<file path="src/ibtq_pkg.sv">
// Shared constants and types for the image block transfer queue.
// Assumes an APB register bus with 32-bit data and a byte address.
package ibtq_pkg;
    // ------------------------------------------------------------
    // Register map
    // ------------------------------------------------------------
    localparam logic [7:0] ADDR_CTRL = 8'h00;
    localparam logic [7:0] ADDR_BLOCKS = 8'h04;
    localparam logic [7:0] ADDR_CMD = 8'h08;
    localparam logic [7:0] ADDR_CAPACITY = 8'h0C;
    localparam logic [7:0] ADDR_OCCUPANCY = 8'h10;
    localparam logic [7:0] ADDR_DROPPED = 8'h14;
    localparam logic [7:0] ADDR_STATUS = 8'h18;
    // ------------------------------------------------------------
    // Field positions and encodings
    // ------------------------------------------------------------
    localparam int CTRL_METHOD_LSB = 0;
    localparam int CTRL_STYLE_BIT = 2;
    localparam int CTRL_ORDER_BIT = 3;
    localparam int CMD_GO_BIT = 0;
    localparam int CMD_HALT_BIT = 1;
    localparam int STAT_BUSY_BIT = 0;
    localparam int STAT_GATE_BIT = 1;
    localparam int STAT_LEFT_LSB = 16;
    localparam logic [1:0] METHOD_BASIC = 2'h0;
    localparam logic [1:0] METHOD_AUTOMATIC = 2'h1;
    localparam logic [1:0] HOST_DRIVEN_METHOD = 2'h2;
    localparam logic CONTINUOUS_STYLE = 1'h0;
    localparam logic COUNTED_BURST_STYLE = 1'h1;
    localparam logic OLDEST_FIRST_ORDER = 1'h0;
    // ------------------------------------------------------------
    // Sizes and reset values
    // ------------------------------------------------------------
    localparam int QUEUE_DEPTH = 8;
    localparam int PTR_W = 3;
    localparam int CNT_W = 4;
    localparam int ID_W = 16;
    localparam logic [CNT_W-1:0] QUEUE_FULL_CNT = 4'h8;
    localparam logic [1:0] RST_METHOD = METHOD_BASIC;
    localparam logic [ID_W-1:0] RST_BLOCKS = 16'h0001;
    // ------------------------------------------------------------
    // State types
    // ------------------------------------------------------------
    typedef enum logic [0:0] {ST_IDLE, ST_SEND} ibtq_st_t;
    typedef struct packed {
        logic [QUEUE_DEPTH-1:0][ID_W-1:0] mem;
        logic [PTR_W-1:0] rd;
        logic [PTR_W-1:0] wr;
        logic [CNT_W-1:0] cnt;
    } ibtq_fifo_t;
    typedef struct packed {
        ibtq_st_t st;
        logic [1:0] method;
        logic style;
        logic [ID_W-1:0] blocks;
        logic gate;
        logic [ID_W-1:0] left;
        logic [31:0] dropped;
        logic busy;
        logic [ID_W-1:0] tx_id;
        logic pready;
        logic pslverr;
        logic [31:0] prdata;
    } ibtq_state_t;
endpackage

</file>
<file path="src/ibtq_fifo.sv">
// Block descriptor queue, oldest first, overwriting the oldest when full.
// Assumes the caller pops only when count is non-zero and sees ovf at once.
`timescale 1ns/1ns
module ibtq_fifo import ibtq_pkg::*; (
    // Clock and reset
    input wire logic pclk,
    input wire logic presetn,
    // Fill and drain
    input wire logic push,
    input wire logic [ID_W-1:0] push_id,
    input wire logic pop,
    input wire logic flush,
    // Status
    output logic [ID_W-1:0] head_id,
    output logic [CNT_W-1:0] count,
    output logic ovf
);
    ibtq_fifo_t s_reg, s_next;
    logic popped;

    // ------------------------------------------------------------
    // Next state
    // ------------------------------------------------------------
    always_comb begin
        s_next = s_reg;
        ovf = 1'b0;
        popped = pop && (s_reg.cnt != '0);
        if (flush) begin
            s_next.rd = '0;
            s_next.wr = '0;
            s_next.cnt = '0;
        end else begin
            if (popped) begin
                s_next.rd = PTR_W'(s_reg.rd + 1'b1);
                s_next.cnt = CNT_W'(s_reg.cnt - 1'b1);
            end
            if (push) begin
                s_next.mem[s_reg.wr] = push_id;
                s_next.wr = PTR_W'(s_reg.wr + 1'b1);
                if (s_reg.cnt == QUEUE_FULL_CNT && !popped) begin
                    // In-flight block already left the queue, so only queued ones drop
                    s_next.rd = PTR_W'(s_reg.rd + 1'b1);
                    ovf = 1'b1;
                end else begin
                    s_next.cnt = CNT_W'(s_next.cnt + 1'b1);
                end
            end
        end
    end

    always_ff @(posedge pclk or negedge presetn) begin
        if (!presetn) begin
            s_reg <= '0;
        end else begin
            s_reg <= s_next;
        end
    end

    assign head_id = s_reg.mem[s_reg.rd];
    assign count = s_reg.cnt;
endmodule // ibtq_fifo

</file>
<file path="src/ibtq_top.sv">
// Image block transfer queue with APB registers and stream channel hand-off.
// Assumes a descriptor arrives once a link packet's worth of its block is ready,
// and the transmitter pulses tx_done when a whole block has left.
//
// Overview of operation
// - In basic and automatic methods a block starts once one link packet of it is ready.
// - In the host-driven method blocks go out only as the go and halt commands allow.
// - Host-driven continuous style streams freely while go and halt gate it, acquisition aside.
// - Counted burst style sends exactly the programmed number of blocks after go, then stops; a go in the cycle a block starts keeps the old count less one.
// - A read-write setting holds the number of blocks to send in counted burst style.
// - That setting is ignored unless counted burst style is selected.
// - A read-only value gives the queue capacity in blocks.
// - A read-only value gives the number of blocks now queued.
// - A read-only tally counts blocks dropped because the queue overflowed.
// - The queue ordering offers oldest-first only and the queue works that way.
// - Writing go starts streaming blocks out on the stream channel.
// - Halt lets the block in progress finish before streaming stops.
// - A block arriving at a full queue overwrites the oldest queued one and bumps the tally.
// - The oldest queued block is always the next one sent.
// - Acquisition has no effect on the queue, but closing the channel flushes it and all pending sends.
//
// The implementer's own choices: the placing of the registers and the APB register port.
`timescale 1ns/1ns
module ibtq_top import ibtq_pkg::*; (
    // Clock and reset
    input wire logic pclk,
    input wire logic presetn,
    // APB slave
    input wire logic psel,
    input wire logic penable,
    input wire logic pwrite,
    input wire logic [7:0] paddr,
    input wire logic [31:0] pwdata,
    output logic pready,
    output logic pslverr,
    output logic [31:0] prdata,
    // Processed blocks in
    input wire logic blk_in_valid,
    input wire logic [ID_W-1:0] blk_in_id,
    // Stream channel
    input wire logic chan_open,
    input wire logic tx_done,
    output logic tx_busy,
    output logic [ID_W-1:0] tx_id
);
    ibtq_state_t s_reg, s_next;
    logic [ID_W-1:0] q_head;
    logic [CNT_W-1:0] q_count;
    logic q_ovf;
    logic q_pop;
    logic acc;
    logic wr_fire;
    logic go_cmd;
    logic halt_cmd;
    logic may_start;

    // ------------------------------------------------------------
    // Helpers
    // ------------------------------------------------------------
    function automatic logic addr_ok(input logic [7:0] a, input logic w);
        case (a)
            ADDR_CTRL, ADDR_BLOCKS: addr_ok = 1'b1;
            ADDR_CMD: addr_ok = w;
            ADDR_CAPACITY, ADDR_OCCUPANCY, ADDR_DROPPED, ADDR_STATUS: addr_ok = !w;
            default: addr_ok = 1'b0;
        endcase
    endfunction

    function automatic logic [31:0] rd_word(input ibtq_state_t s, input logic [7:0] a,
                                            input logic [CNT_W-1:0] occ);
        rd_word = '0;
        case (a)
            ADDR_CTRL: begin
                rd_word[CTRL_METHOD_LSB +: 2] = s.method;
                rd_word[CTRL_STYLE_BIT] = s.style;
                rd_word[CTRL_ORDER_BIT] = OLDEST_FIRST_ORDER;
            end
            ADDR_BLOCKS: rd_word[ID_W-1:0] = s.blocks;
            ADDR_CAPACITY: rd_word[CNT_W-1:0] = QUEUE_FULL_CNT;
            ADDR_OCCUPANCY: rd_word[CNT_W-1:0] = occ;
            ADDR_DROPPED: rd_word = s.dropped;
            ADDR_STATUS: begin
                rd_word[STAT_BUSY_BIT] = s.busy;
                rd_word[STAT_GATE_BIT] = s.gate;
                rd_word[STAT_LEFT_LSB +: ID_W] = s.left;
            end
            default: rd_word = '0;
        endcase
    endfunction

    // ------------------------------------------------------------
    // Queue
    // ------------------------------------------------------------
    ibtq_fifo u_fifo (
        .pclk(pclk),
        .presetn(presetn),
        .push(blk_in_valid),
        .push_id(blk_in_id),
        .pop(q_pop),
        .flush(!chan_open),
        .head_id(q_head),
        .count(q_count),
        .ovf(q_ovf)
    );

    // ------------------------------------------------------------
    // Next state
    // ------------------------------------------------------------
    always_comb begin
        s_next = s_reg;
        s_next.pready = 1'b0;
        s_next.pslverr = 1'b0;
        s_next.prdata = '0;
        q_pop = 1'b0;
        acc = psel && penable;
        // One wait state keeps all APB outputs straight from flops
        wr_fire = acc && s_reg.pready && pwrite && addr_ok(paddr, pwrite);
        // Commands only act under the host-driven method
        go_cmd = wr_fire && paddr == ADDR_CMD && pwdata[CMD_GO_BIT] && s_reg.method == HOST_DRIVEN_METHOD;
        halt_cmd = wr_fire && paddr == ADDR_CMD && pwdata[CMD_HALT_BIT] && s_reg.method == HOST_DRIVEN_METHOD;
        if (s_reg.method != HOST_DRIVEN_METHOD) begin
            may_start = 1'b1;
        end else begin
            may_start = s_reg.gate;
        end

        if (acc && !s_reg.pready) begin
            s_next.pready = 1'b1;
            s_next.pslverr = !addr_ok(paddr, pwrite);
            if (!pwrite) begin
                s_next.prdata = rd_word(s_reg, paddr, q_count);
            end
        end

        if (wr_fire && paddr == ADDR_CTRL) begin
            if (pwdata[CTRL_METHOD_LSB +: 2] != 2'h3) begin
                s_next.method = pwdata[CTRL_METHOD_LSB +: 2];
            end
            s_next.style = pwdata[CTRL_STYLE_BIT];
        end
        if (wr_fire && paddr == ADDR_BLOCKS) begin
            s_next.blocks = pwdata[ID_W-1:0];
        end

        if (go_cmd) begin
            s_next.gate = 1'b1;
            if (s_reg.style == COUNTED_BURST_STYLE) begin
                s_next.left = s_reg.blocks;
                s_next.gate = s_reg.blocks != '0;
            end
        end
        if (halt_cmd) begin
            s_next.gate = 1'b0;
        end

        if (q_ovf) begin
            s_next.dropped = s_reg.dropped + 32'h00000001;
        end

        case (s_reg.st)
            ST_IDLE: begin
                if (chan_open && q_count != '0 && may_start) begin
                    q_pop = 1'b1;
                    s_next.tx_id = q_head;
                    s_next.busy = 1'b1;
                    s_next.st = ST_SEND;
                    if (s_reg.method == HOST_DRIVEN_METHOD && s_reg.style == COUNTED_BURST_STYLE) begin
                        s_next.left = ID_W'(s_reg.left - 1'b1);
                        if (s_reg.left == 16'h0001 && !go_cmd) begin
                            s_next.gate = 1'b0;
                        end
                    end
                end
            end
            ST_SEND: begin
                // Halt never cuts a block short; only tx_done or closing ends it
                if (tx_done) begin
                    s_next.busy = 1'b0;
                    s_next.st = ST_IDLE;
                end
            end
            default: begin
                s_next.st = ST_IDLE;
                s_next.busy = 1'b0;
            end
        endcase

        if (!chan_open) begin
            s_next.st = ST_IDLE;
            s_next.busy = 1'b0;
            s_next.gate = 1'b0;
            s_next.left = '0;
        end
    end

    // ------------------------------------------------------------
    // State register
    // ------------------------------------------------------------
    always_ff @(posedge pclk or negedge presetn) begin
        if (!presetn) begin
            s_reg <= '{st: ST_IDLE, method: RST_METHOD, style: CONTINUOUS_STYLE, blocks: RST_BLOCKS,
                       gate: 1'b0, left: '0, dropped: '0, busy: 1'b0, tx_id: '0,
                       pready: 1'b0, pslverr: 1'b0, prdata: '0};
        end else begin
            s_reg <= s_next;
        end
    end

    assign pready = s_reg.pready;
    assign pslverr = s_reg.pslverr;
    assign prdata = s_reg.prdata;
    assign tx_busy = s_reg.busy;
    assign tx_id = s_reg.tx_id;
endmodule // ibtq_top

</file>
<file path="config.mk">
export PLATFORM = sky130hd
export DESIGN_NAME = ibtq_top
export DESIGN_NICKNAME = d
export VERILOG_FILES = /design/src/ibtq_pkg.sv /design/src/ibtq_fifo.sv /design/src/ibtq_top.sv
export SDC_FILE = /design/constraint.sdc
export NUM_CORES = 1
export LEC_CHECK = 0
export ABC_AREA = 1
export BUFFER_PORTS_ARGS = -buffer_cell sky130_fd_sc_hd__buf_2
export CAP_MARGIN = 20
export CORE_ASPECT_RATIO = 1.5
export CORE_UTILIZATION = 50
export DETAILED_ROUTE_END_ITERATION = 12
export GPL_ROUTABILITY_DRIVEN = 0
export GPL_TIMING_DRIVEN = 0
export HOLD_SLACK_MARGIN = 0.03
export PLACE_DENSITY = 0.75
export SLEW_MARGIN = 10
export SYNTH_ARGS = -nofsm -noshare
export SYNTH_HDL_FRONTEND = slang
export SYNTH_SLANG_ARGS = --single-unit
export TNS_END_PERCENT = 20
</file>
<file path="constraint.sdc">
create_clock -name pclk -period 2.03 [get_ports pclk]
set_clock_uncertainty 0.15 [all_clocks]
set_input_delay 0.406 -clock pclk [delete_from_list [all_inputs] [get_ports pclk]]
set_output_delay 0.406 -clock pclk [all_outputs]
set_load 0.01 [all_outputs]
</file>
; Word-level counts from Yosys, hierarchy flattened
; Index checks and enable logic that the tools add are counted.
[totals]
register_bits = 258
latch_bits = 0
ramBits = 0
romBits = 0
in_bits = 64
output_inout_bits = 51
elab_cells = 121
mem_count = 0
[op_classes]
n_addsub = 6
multipliers = 0
div = 0
n_lt_le_gt_ge = 3
eq_ne = 14
shifts = 0
muxes = 41
bitwise_logic = 1
reduce_logical = 33
[ops]
columns = op, n
row1 = bitwise mux 128 bit, 1
row2 = two-way mux 17 bit, 7
row3 = binary-select mux 16 bit (select 3 bit), 1
row4 = demux 16 bit (select 3 bit), 1
row5 = two-way mux 34 bit, 1
row6 = adder 32 x 1 -> 32 bit (second input constant), 1
row7 = two-way mux 16 bit, 2
row8 = two-way mux 32 bit, 1
row9 = case mux 16 bit (2 select lines), 1
row10 = equality test 8 x 5 -> 1 bit (second input constant), 3
row11 = case mux 12 bit (2 select lines), 1
row12 = two-way mux 10 bit, 2
row13 = case mux 2 bit (5 select lines), 2
row14 = logical AND 1 bit, 19
row15 = equality test 16 x 1 -> 1 bit (second input constant), 1
row16 = equality test 8 x 4 -> 1 bit (second input constant), 2
row17 = nonzero test 16 bit, 1
row18 = subtractor 16 x 1 -> 16 bit (second input constant), 1
row19 = two-way mux 1 bit, 13
row20 = two-way mux 4 bit, 3
row21 = equality test 8 x 3 -> 1 bit (second input constant), 1
row22 = zero test 8 bit, 1
row23 = < comparator 3 x 4 -> 1 bit (second input constant), 2
row24 = AND reduction 2 bit, 4
row25 = 16 further kinds, 26

; Logic depth before layout (Yosys ltp)
; Gate-level depths: netlist of run 1.
[logic_depth]
ltp_word = 14
depth_mapped = 13
depth_no_buf = 13

; Cells and area by module
; Synthesis of run 1 repeated with hierarchy kept, for this count alone.
[hier_totals]
cells_unflattened = 1684
hier_area_um2 = 13181.4
[by_module_without_submodules]
columns = module, n_inst, cells_each, area_per_inst_um2, seq_area_each_um2
row1 = ibtq_top, 1, 901, 6762.7, 3004.1
row2 = ibtq_fifo, 1, 783, 6418.7, 3453.3

; Worst setup path after synthesis of run 1
; OpenSTA, ideal clock, no wires.
[synth_path]
path_type = flip-flop to flip-flop
startpoint = reg u_fifo.s_reg, in the netlist u_fifo.count[0]
endpoint = reg u_fifo.s_reg, in the netlist u_fifo.count[1]
setup_time_ns = 0.123
t_arrival_ns = 1.648
required_ns = 1.757
setup_slack_ns = 0.108
path_stages_with_launch = 13
path_buffers = 0
synth_period_minus_slack_ns = 1.922
path_cell_list = dfrtp_1 -> inv_1 -> ha_1 -> inv_1 -> nor3_2 -> nor2_2 -> nand2_4 -> nand2_1 -> nand2_1 -> inv_1 -> ha_1 -> o21ai_0 -> a21oi_1
[synth_lines]
columns = item, line_no
row1 = start: declaration, ibtq_fifo.sv:18  ; ibtq_fifo_t s_reg, s_next;
row2 = start signal: assignment, ibtq_fifo.sv:55  ; s_reg <= s_next;

; Worst setup path after layout of run 1
[layout_path]
startpoint = reg u_fifo.s_reg[7] (netlist name)
endpoint = reg s_reg, in the netlist tx_id[5]
[layout_via]
elab_chain_len = 2
[layout_rtl]
columns = item, line_no
row1 = binary-select mux 16 bit (select 3 bit), ibtq_fifo.sv:59  ; assign head_id = s_reg.mem[s_reg.rd];
row2 = two-way mux 16 bit (implied by the code), ibtq_fifo.sv:59
row3 = end signal: assignment, ibtq_top.sv:201  ; s_reg <= '{st: ST_IDLE, method: RST_METHOD, style: CONTINUOUS_STYLE, blocks: RST_BLOCKS,
row4 = end signal: assignment, ibtq_top.sv:205  ; s_reg <= s_next;
row5 = end: declaration, ibtq_top.sv:46  ; ibtq_state_t s_reg, s_next;
; No other way between the ends. The select of a mux whose other input is x is not followed.
; A chain may end at the register's enable or synchronous reset.

==> flow_metrics.py, run 1 <==
metrics = {
    "sta": {
        "slew_viol_final": 0,
        "timing.setup.tns_ps": -24.60,
        "fin_crit_sh_pct": 100.7,
        "fin_crit_ps": 2045,
        "slew_headroom_pct": 53.79,
        "whs_ps": 59.47,
        "finalWorstSetupSlack_ps": -14.71,
        "rsz0062_at_grt": "yes",
        "worst_slew_pin_slew_ps": 693.2,
        "setup_viol": 2,
        "max_clock_freq_mhz": 489.1,
        "hold_viol_final": 0,
    },
    "pwr": {
        "power_density_nw_per_um2": 1045,
        "p_int_mw": 10.46,
        "p_clk_share_pct": 29.8,
        "swShare_pct": 34.53,
        "p_comb_share_pct": 29.5,
        "p_switching_mw": 5.518,
        "peakVddDrop_mv": 1.004,
        "seqPwrFrac_pct": 40.7,
        "leakagePower_nw": 7.594,
    },
    "logic_synthesis": {
        "synth-seq-area-share_pct": 50.01,
        "synthXorXnorAreaFrac_pct": 2.917,
        "ys_ff_latch": 258,
        "synthDistinctLibCells": 47,
        "synth_top_family_by_area": "simple AND/OR/NAND/NOR gates",
        "syn_avg_cell_area_um2": 8.266,
        "synth-compound-area-share_pct": 14.51,
        "yosys-top-cells-count": "nand2_1 (361), dfrtp_1 (257), o21ai_0 (210), nor2_1 (128), inv_1 (127)",
        "synth_adder_area_share_pct": 0.7753,
        "synth_mux_area_share_pct": 1.240,
        "synthesis.area_um2": 12910,
        "synth_warnings": 0,
        "synth_edf_count": 0,
        "synth.top_cell.area_share_pct": 49.81,
        "syn-instance-count": 1562,
        "synthFlopType": "dfrtp_1",
        "synth_largest_area_cell": "dfrtp_1",
        "synth-simple-area-share_pct": 21.01,
        "synthTopCellsByArea": "dfrtp_1 (50%), nand2_1 (10%), o21ai_0 (8.1%)",
        "ys_async_sr_fraction_pct": 100.0,
        "synth_fp_nets": 1634,
        "yosysMostFrequentCell": "nand2_1",
    },
    "setup_path": {
        "timing.critical_path.depth": 6,
        "critical-path-top-delay-family": "compound AO/OA/AOI/OAI gates",
        "rrSetupSlack_ps": -10,
        "r2r.worst_path.cells": 6,
        "critical_path_buf_inv_count": 2,
        "critical_path.startpoint": "u_fifo.s_reg[7]",
        "critPathCapture": "tx_id[5]",
        "crit_path_top_delay_cell": "o32ai_2",
        "crit_chain": "buf_2 -> buf_2 -> nor2_1 -> o32ai_2 -> o211ai_1 -> nand2_1",
        "endpoint_kind": "flop",
        "cp.required_ps": 2340,
        "cp-start-kind": "flop",
        "path_max_fanout": 10,
        "critPathKind": "flop to flop",
        "rr_startpoint": "u_fifo.s_reg[7]",
        "timing.rr.end": "tx_id[5]",
        "crit_top_cell": "buf_2",
        "arrival_ps": 2360,
        "cpPeakStageDelay_ps": 480,
    },
    "final_layout": {
        "multi_input_area_um2": 5428,
        "largest_register_ffs": 134,
        "drive_gt1_share_pct": 17.46,
        "design_area_um2": 15290,
        "diodes": 0,
        "instances_no_fill": 2069,
        "fill_cells": 2223,
        "nNetsFinal": 1794,
        "synthToLayoutAreaGrowth_pct": 18.39,
        "register_area_um2": 6457,
    },
    "die": {
        "die_area_um2": 26480,
        "num_io_pins": 115,
        "rows": 71,
        "initial_core_util_pct": 51.18,
        "die_y_um": 198.8,
        "die_w_um": 133.2,
        "coreArea_um2": 25230,
    },
    "global_route": {
        "grt_pass1_wl_um": 60550,
        "grt_pass1_vias": 11590,
        "grtUsageTotal_pct": 29.71,
        "antenna_found_initial": 0,
        "grt_max_degree": 107,
        "overflow": 0,
    },
    "cts": {
        "cts_buffers": 26,
        "cts_root_buffer": "clkbuf_16",
        "cts_tree": "built",
        "cts.clk_slew.worst_paths_ps": 60,
        "cts_max_level": 1,
        "clock_sinks": 258,
        "clk_latency_ps": 540,
        "clock_path_buffers": 3,
    },
    "min_path": {
        "worstHoldStart": "paddr[3]",
        "hp-class": "input pin to flop",
        "hold_depth": 3,
    },
    "placement": {
        "hpwl_um": 27680,
        "place_inst": 1989,
        "placed_area_um2": 13870,
        "preCtsSetupSlack_ps": -355.5,
        "io_buffers": 97,
    },
    "detailed_routing": {
        "dr.pass1.iters": 5,
        "ant_nets": 0,
        "drc": 0,
        "drt_iter0_drc": 995,
        "totalWireLength_um": 38480,
        "vias_per_cell": 5.629,
        "vias": 11647,
        "wire_per_inst_um": 18.60,
    },
    "status": {
        "violations": "negative setup slack",
        "outcome": "finished, violations left",
    },
    "flow_run": {
        "maxCapViolCount": 0,
    },
}
## cell families after synthesis
group           count (synthesis)
simple gates                  637
compound gates                337
buf+inv                       263
flops                         258
xor+xnor                       43
mux                            16
fa+ha+maj                       8
## per-layer routing
layer	track usage, %	part of all wire, %	routed length [um]	up-vias
li1	-	-	-	5401
met1	31.09	35	13290	5584
met2	53.97	51	19800	467
met3	3.262	5.0	1908	195
met4	23.78	9.1	3490	0
met5	0	0	0	-
## stage by stage
stage | util, % | power, mW
floorplan | - | 9.130
CTS | 59.79 | 15.75
global placement | 54.73 | 10.53
detailed placement | 54.98 | 10.68
finish | 60.59 | 15.98
global route | 60.59 | 16.75
## worst min path at each step
| stage | to | slack [ps] |
|---|---|---|
| after floorplan | prdata[0] | -40 |
| after global routing | prdata[3] | 90 |
| after CTS | prdata[3] | 50 |
| final | prdata[3] | 60 |
| after detailed placement | prdata[4] | 290 |
| after global placement | pready | 300 |
## layout by cell type, fill, tap and decap left out, types with 4 or more instances in the layout
master           n
mux2i_1         16
ha_1             6
nand2_1        353
dlygate4sd3_1   22
buf_2          113
clkinv_2         4
o221ai_1        16
nor3_4           4
xor2_1          38
a21oi_1         53
dfrtp_1        257
inv_1          123
o32ai_1          6
nand2_2         12
clkbuf_16       27
buf_6            6
clkbuf_2         8
nor2_2           8
nor2_1         123
o211ai_1        16
nand4_1         11
clkbuf_1        46
xnor2_1          5
buf_4           64
nor2_4           5
clkbuf_8         6
o22ai_1          5
o21ai_1         16
o21ai_0        208
o32ai_2         10
nor3_1          22
inv_2           10
nand3_1         82
## worst min-delay path, stage by stage
cell and delay (ps):
buf_2 110, nand4_1 120, a21oi_1 80
## power by group through the flow
| stage | clock network (mW) | registers, mW | logic [mW] |
|---|---|---|---|
| floorplan | 0 | 6.37 | 2.76 |
| global placement | 0 | 6.50 | 4.03 |
| detailed placement | 0 | 6.52 | 4.16 |
| CTS | 4.81 | 6.48 | 4.46 |
| global route | 5.03 | 6.58 | 5.14 |
| finish | 4.76 | 6.50 | 4.72 |
## final cells by class
cell class / instances / share of cell area, %
Clock buffer: 41 / 5.157
Buffer: 125 / 4.944
Multi-Input combinational cell: 1041 / 35.51
Clock inverter: 6 / 0.3765
Inverter: 137 / 3.397
Tap cell: 328 / 2.685
Sequential cell: 258 / 42.24
Timing Repair Buffer: 133 / 5.689
## what timing repair did
item                                    in CTS  in global routing
hold endpoints to repair                   107                  0
setup buffers                                5                  7
endpoints found under the setup margin      59                143
hold buffers                                22                  0
resized for setup                           31                 44
pin swaps                                    5                 11
No activity file was read; power rests on OpenSTA's default activity.
==> inputs of run 2 (changes only) <==
--- a/config.mk
+++ b/config.mk
@@ -15,6 +15,7 @@
 export GPL_TIMING_DRIVEN = 0
 export HOLD_SLACK_MARGIN = 0.03
 export PLACE_DENSITY = 0.75
+export REMOVE_ABC_BUFFERS = 1
 export SLEW_MARGIN = 10
 export SYNTH_ARGS = -nofsm -noshare
 export SYNTH_HDL_FRONTEND = slang
==> run 2 against run 1 <==
The flow still finishes with violations (negative setup slack). Final cell count decreased by 4.3%. Global-route usage decreased by 2.9 points. Design area decreased by 1.2%. Utilization decreased by 0.73 points. First-iteration DRC count decreased by 11%. Critical path depth increased by 7. Worst setup slack got worse by 82 ps.
==> flow_metrics.py, run 2 (synthesized netlist as in run 1, its figures left out) <==
metrics = {
    "final_layout": {
        "mostFrequentLayoutCells": "nand2_1 (353), dfrtp_1 (255), o21ai_0 (204), nor2_1 (123), inv_1 (120)",
        "largest_register_ffs": 134,
        "fin_util_pct": 59.86,
        "register_area_um2": 6462,
        "multi_input_area_um2": 5445,
        "drive_gt1_share_pct": 15.45,
        "mostFrequentLayoutCell": "nand2_1",
        "fill_cells": 2156,
        "synthToLayoutAreaGrowth_pct": 16.97,
        "nNetsFinal": 1703,
        "design_area_um2": 15100,
    },
    "pwr": {
        "power_density_nw_per_um2": 1063,
        "peakVddDrop_mv": 0.8296,
        "p_switching_mw": 5.312,
        "seqPwrFrac_pct": 41.5,
        "p_comb_share_pct": 26.2,
        "leakagePower_nw": 7.348,
        "p_clk_share_pct": 32.3,
        "swShare_pct": 33.10,
        "p_int_mw": 10.74,
    },
    "setup_path": {
        "endpoint_kind": "flop",
        "path_max_fanout": 6,
        "rr_startpoint": "u_fifo.count[0]",
        "cp-start-kind": "flop",
        "arrival_ps": 2400,
        "critPathCapture": "u_fifo.count[2]",
        "timing.rr.end": "u_fifo.count[2]",
        "critPathKind": "flop to flop",
        "critical_path.startpoint": "u_fifo.count[0]",
        "r2r.worst_path.cells": 13,
        "cp.required_ps": 2300,
        "rrSetupSlack_ps": -100,
    },
    "cts": {
        "cts.clk_slew.worst_paths_ps": 60,
        "cts_max_level": 1,
        "clock_path_buffers": 3,
        "clk_latency_ps": 540,
        "cts_tree": "built",
        "cts_buffers": 26,
        "clock_sinks": 258,
        "cts_root_buffer": "clkbuf_16",
    },
    "global_route": {
        "grt_pass1_wl_um": 56030,
        "grt_pass1_vias": 11125,
        "overflow": 0,
        "grt_max_degree": 97,
        "antenna_found_initial": 2,
        "grtUsageTotal_pct": 26.80,
    },
    "die": {
        "coreArea_um2": 25230,
        "die_area_um2": 26480,
        "initial_core_util_pct": 51.18,
        "rows": 71,
        "die_y_um": 198.8,
        "num_io_pins": 115,
        "die_w_um": 133.2,
    },
    "sta": {
        "max_clock_freq_mhz": 470.2,
        "whs_ps": 77.76,
        "setup_viol": 3,
        "finalWorstSetupSlack_ps": -96.64,
        "hold_viol_final": 0,
        "fin_crit_ps": 2127,
        "slew_headroom_pct": 32.64,
        "slew_viol_final": 0,
        "worst_slew_pin_slew_ps": 1009,
        "fin_crit_sh_pct": 104.8,
        "rsz0062_at_grt": "yes",
    },
    "flow_run": {
        "maxCapViolCount": 0,
    },
    "min_path": {
        "hp-class": "input pin to flop",
    },
    "detailed_routing": {
        "drc": 0,
        "vias_per_cell": 5.664,
        "wire_per_inst_um": 17.53,
        "ant_nets": 0,
        "totalWireLength_um": 34720,
        "dr.pass1.iters": 6,
        "drt_iter0_drc": 884,
        "vias": 11215,
    },
    "placement": {
        "hpwl_um": 21080,
        "placed_area_um2": 13300,
        "io_buffers": 98,
    },
    "status": {
        "violations": "negative setup slack",
        "outcome": "finished, violations left",
    },
}
==> run 2: cell type report <==
class | count | share of cell area [%]
flip-flops and latches | 258 | 42.79
multi-input cells | 1045 | 36.06
repair buffers | 162 | 8.616
clock buffers | 35 | 5.004
inverters | 137 | 3.579
well taps | 328 | 2.717
clock inverters | 13 | 1.160
repair inverters | 1 | 0.05799
diodes | 1 | 0.01657
==> run 2: how the worst min path moves through the flow <==
| stage | endpoint | startpoint | slack, ps | depth (start not counted) |
|---|---|---|---|---|
| after detailed placement | tx_id[12] | tx_id[12] | 310 | 2 |
| after global routing | u_fifo.s_reg[53] | blk_in_id[11] | 80 | 3 |
| after global placement | pready | pready | 310 | 1 |
| after floorplan | prdata[0] | presetn | -40 | 0 |
| after CTS | prdata[3] | paddr[3] | 70 | 3 |
| final | u_fifo.s_reg[24] | blk_in_id[14] | 80 | 3 |
==> run 2: timing repair <==
action / 4_1_cts / 5_1_grt
hold endpoints to repair: 118 / 0
pin swaps: 8 / 20
endpoints found under the setup margin: 142 / 217
gates resized for setup: 22 / 44
hold buffers: 22 / 0
gates cloned: 4 / 1
setup buffers: 20 / 9
==> run 2: critical path, stage by stage (launching register included) <==
cell and delay [ps]:
dfrtp_1 360, inv_2 60, ha_4 160, inv_4 60
nor3_4 50, buf_6 130, nor3_4 330, nand2_1 130
nand2_2 110, inv_2 50, ha_4 150, nand2_2 60
nand2_1 50, nor3b_2 150
==> run 2: power by group through the flow <==
| stage | Combinational, mW | Sequential, mW | Clock [mW] |
|---|---|---|---|
| after detailed placement | 3.39 | 6.78 | 0 |
| after CTS | 3.91 | 6.64 | 5.24 |
| after global routing | 4.69 | 6.76 | 5.44 |
| final | 4.21 | 6.66 | 5.18 |
| after global placement | 3.10 | 6.82 | 0 |
| after floorplan | 2.21 | 6.65 | 0 |
==> run 2: metal layers <==
metal / vias to the layer above / track usage [%] / share of wire [%]
met1: 5429 / 30.29 / 37
met4: 0 / 16.58 / 6.1
met3: 127 / 3.517 / 5.3
met2: 436 / 47.93 / 52
li1: 5223 / - / -
met5: - / 0 / 0
==> run 2: stage by stage <==
stage / TNS (ps) / power [mW] / setup slack (ps) / instances
after floorplan: -46000 / 8.864 / -1138 / 1436
after global placement: -1294690 / 9.919 / -4167 / 1862
after detailed placement: -125240 / 10.17 / -1319 / 1870
after CTS: -2590 / 15.79 / -115.7 / 1964
after global routing: -4475 / 16.88 / -201.5 / 1980
final: -228.4 / 16.05 / -96.64 / 1980
==> inputs of run 3 (changes only) <==
--- a/config.mk
+++ b/config.mk
@@ -9,6 +9,7 @@
 export BUFFER_PORTS_ARGS = -buffer_cell sky130_fd_sc_hd__buf_2
 export CAP_MARGIN = 20
 export CORE_ASPECT_RATIO = 1.5
+export CORE_MARGIN = 4
 export CORE_UTILIZATION = 50
 export DETAILED_ROUTE_END_ITERATION = 12
 export GPL_ROUTABILITY_DRIVEN = 0
==> constraint.sdc (replaced) <==
create_clock -name pclk -period 2.03 [get_ports pclk]
set_clock_uncertainty 0.15 [all_clocks]
set_input_delay 0 -clock pclk [delete_from_list [all_inputs] [get_ports pclk]]
set_output_delay 0 -clock pclk [all_outputs]
set_load 0.01 [all_outputs]
==> run 3 against run 2 <==
The flow finishes with violations (negative hold slack, negative setup slack). Via count up 2.4%. Critical endpoint is now u_fifo.count[1]. Critical path depth stayed put. Sequential share of layout area shrank 1.2 points. Die area increased by 7.7%. Highest routed layer unchanged.
==> flow_metrics.py, run 3 (synthesized netlist as in run 1, its figures left out) <==
metrics = {
    "status": {
        "outcome": "finished, violations left",
        "violations": "negative hold slack, negative setup slack",
    },
    "pwr": {
        "p_comb_share_pct": 28.0,
        "p_int_mw": 10.98,
        "p_switching_mw": 5.405,
        "peakVddDrop_mv": 0.9687,
        "seqPwrFrac_pct": 40.5,
        "p_clk_share_pct": 31.5,
        "leakagePower_nw": 7.511,
        "swShare_pct": 32.99,
        "power_density_nw_per_um2": 1055,
    },
    "sta": {
        "fin_crit_ps": 2123,
        "slew_headroom_pct": 30.01,
        "timing.setup.tns_ps": -257.0,
        "whs_ps": -221.5,
        "hold_viol_final": 13,
        "rsz0062_at_grt": "yes",
        "slew_viol_final": 0,
        "fin_crit_sh_pct": 104.6,
        "setup_viol": 4,
        "finalWorstSetupSlack_ps": -92.69,
        "max_clock_freq_mhz": 471.1,
        "worst_slew_pin_slew_ps": 1049,
    },
    "setup_path": {
        "crit_chain": "inv_2 -> ha_4 -> inv_4 -> nor3_4 -> buf_6 -> nor3_4 -> buf_12 -> nand2_1 -> nand2_2 -> inv_1 -> ha_4 -> o21ai_1 -> a21oi_1",
        "cp-start-kind": "flop",
        "path_max_fanout": 6,
        "cp.required_ps": 2330,
        "arrival_ps": 2420,
        "critPathKind": "flop to flop",
        "critical_path_buf_inv_count": 5,
        "critical-path-top-delay-family": "buffers and inverters",
        "cpPeakStageDelay_ps": 370,
        "endpoint_kind": "flop",
        "crit_path_top_delay_cell": "dfrtp_1",
    },
    "global_route": {
        "grt_pass1_vias": 11276,
        "grtUsageTotal_pct": 24.47,
        "grt_max_degree": 116,
        "grt_pass1_wl_um": 57030,
        "overflow": 0,
        "antenna_found_initial": 2,
    },
    "flow_run": {
        "maxCapViolCount": 0,
    },
    "final_layout": {
        "mostFrequentLayoutCell": "nand2_1",
        "mostFrequentLayoutCells": "nand2_1 (348), dfrtp_1 (255), o21ai_0 (206), inv_1 (121), nor2_1 (121)",
        "fin_util_pct": 61.54,
        "instances_no_fill": 2014,
        "drive_gt1_share_pct": 15.43,
        "largest_register_ffs": 134,
        "synthToLayoutAreaGrowth_pct": 20.24,
        "nNetsFinal": 1738,
    },
    "detailed_routing": {
        "vias": 11482,
        "dr.pass1.iters": 5,
        "wire_per_inst_um": 18.08,
        "ant_nets": 0,
        "drt_iter0_drc": 873,
        "vias_per_cell": 5.701,
        "totalWireLength_um": 36410,
        "drc": 0,
    },
    "die": {
        "die_y_um": 204.8,
        "coreArea_um2": 25230,
        "num_io_pins": 115,
        "die_area_um2": 28510,
        "initial_core_util_pct": 51.18,
        "die_w_um": 139.2,
        "rows": 71,
    },
    "min_path": {
        "hp-class": "input pin to flop",
    },
    "placement": {
        "place_inst": 1869,
        "hpwl_um": 21380,
        "io_buffers": 98,
    },
    "cts": {
        "cts_root_buffer": "clkbuf_16",
        "cts.clk_slew.worst_paths_ps": 70,
        "cts_tree": "built",
        "hold_buffers": 55,
        "clk_latency_ps": 530,
        "cts_buffers": 26,
        "cts_max_level": 1,
        "clock_path_buffers": 3,
        "clock_sinks": 258,
    },
}
## run 3: cell types whose count changed in the layout (fill, tap and decap cells not counted), moves of 2 or more
| cell | delta |
|---|---|
| clkinvlp_4 | +2 |
| nor2_1 | -2 |
| clkinv_4 | -2 |
| buf_16 | +3 |
| nand2_1 | -5 |
| nand2_4 | +3 |
| clkinv_2 | -5 |
| clkbuf_1 | +3 |
| o21ai_0 | +2 |
| dlygate4sd3_1 | +33 |
| buf_12 | -3 |
## run 3: final timing paths
check / startpoint / endpoint / slack (ps) / cells after the start
setup / recovery: u_fifo.count[0] / u_fifo.count[1] / -90 / 13
hold reg to reg: tx_id[12] / tx_id[12] / 320 / 2
setup reg to reg: u_fifo.count[0] / u_fifo.count[1] / -90 / 13
max in group asynchronous: presetn / prdata[1] / 270 / 4
min in group asynchronous: presetn / u_fifo.s_reg[79] / 460 / 3
hold / removal: chan_open / u_fifo.count[3] / -220 / 3
## run 3: what timing repair did
action | 4_1_cts | 5_1_grt
resized for setup | 24 | 47
endpoints found under the hold margin | 467 | 13
cloned | 3 | 1
setup buffers | 17 | 14
pin swaps | 5 | 15
endpoints found under the setup margin | 140 | 64
## run 3: power by group through the flow
stage / registers (mW) / clock network [mW] / logic, mW
floorplan: 6.65 / 0 / 2.21
global placement: 6.82 / 0 / 3.12
detailed placement: 6.77 / 0 / 3.40
finish: 6.63 / 5.16 / 4.59
CTS: 6.60 / 5.23 / 4.11
global route: 6.71 / 5.41 / 5.09
## run 3: stage by stage
step	setup WS [ps]	instance area, um^2	hold slack (ps)	power [mW]
after floorplan	-1138	12190	-445.6	8.864
after global placement	-3796	13100	45.53	9.937
after detailed placement	-1367	13280	-100.2	10.17
after CTS	-90.46	15050	-261.1	15.94
after global routing	-206.8	15520	-219.5	17.21
final	-92.69	15520	-221.5	16.38
## run 3: per-layer routing
metal  wire length, um  track usage, %  up-vias  part of all wire, %
met5                 0               0        -                    0
met4              2407           13.39        0                  6.6
met3              2111           2.732      153                  5.8
met2             18790           44.93      492                   52
met1             13100           27.69     5540                   36
li1                  -               -     5297                    -
## run 3: cell type report
cell class / instances / area (um^2)
diodes: 1 / 2.502
clock buffers: 39 / 780.7
clock inverters: 8 / 147.6
fillers: 2105 / 9704
inverters: 137 / 540.5
multi-input cells: 1044 / 5484
flip-flops and latches: 258 / 6462
well taps: 328 / 410.4
repair buffers: 198 / 1688
repair inverters: 1 / 8.758
## run 3: worst min-delay path, stage by stage
cell and delay (ps):
buf_2 250, nand2_2 130, nor2_1 40
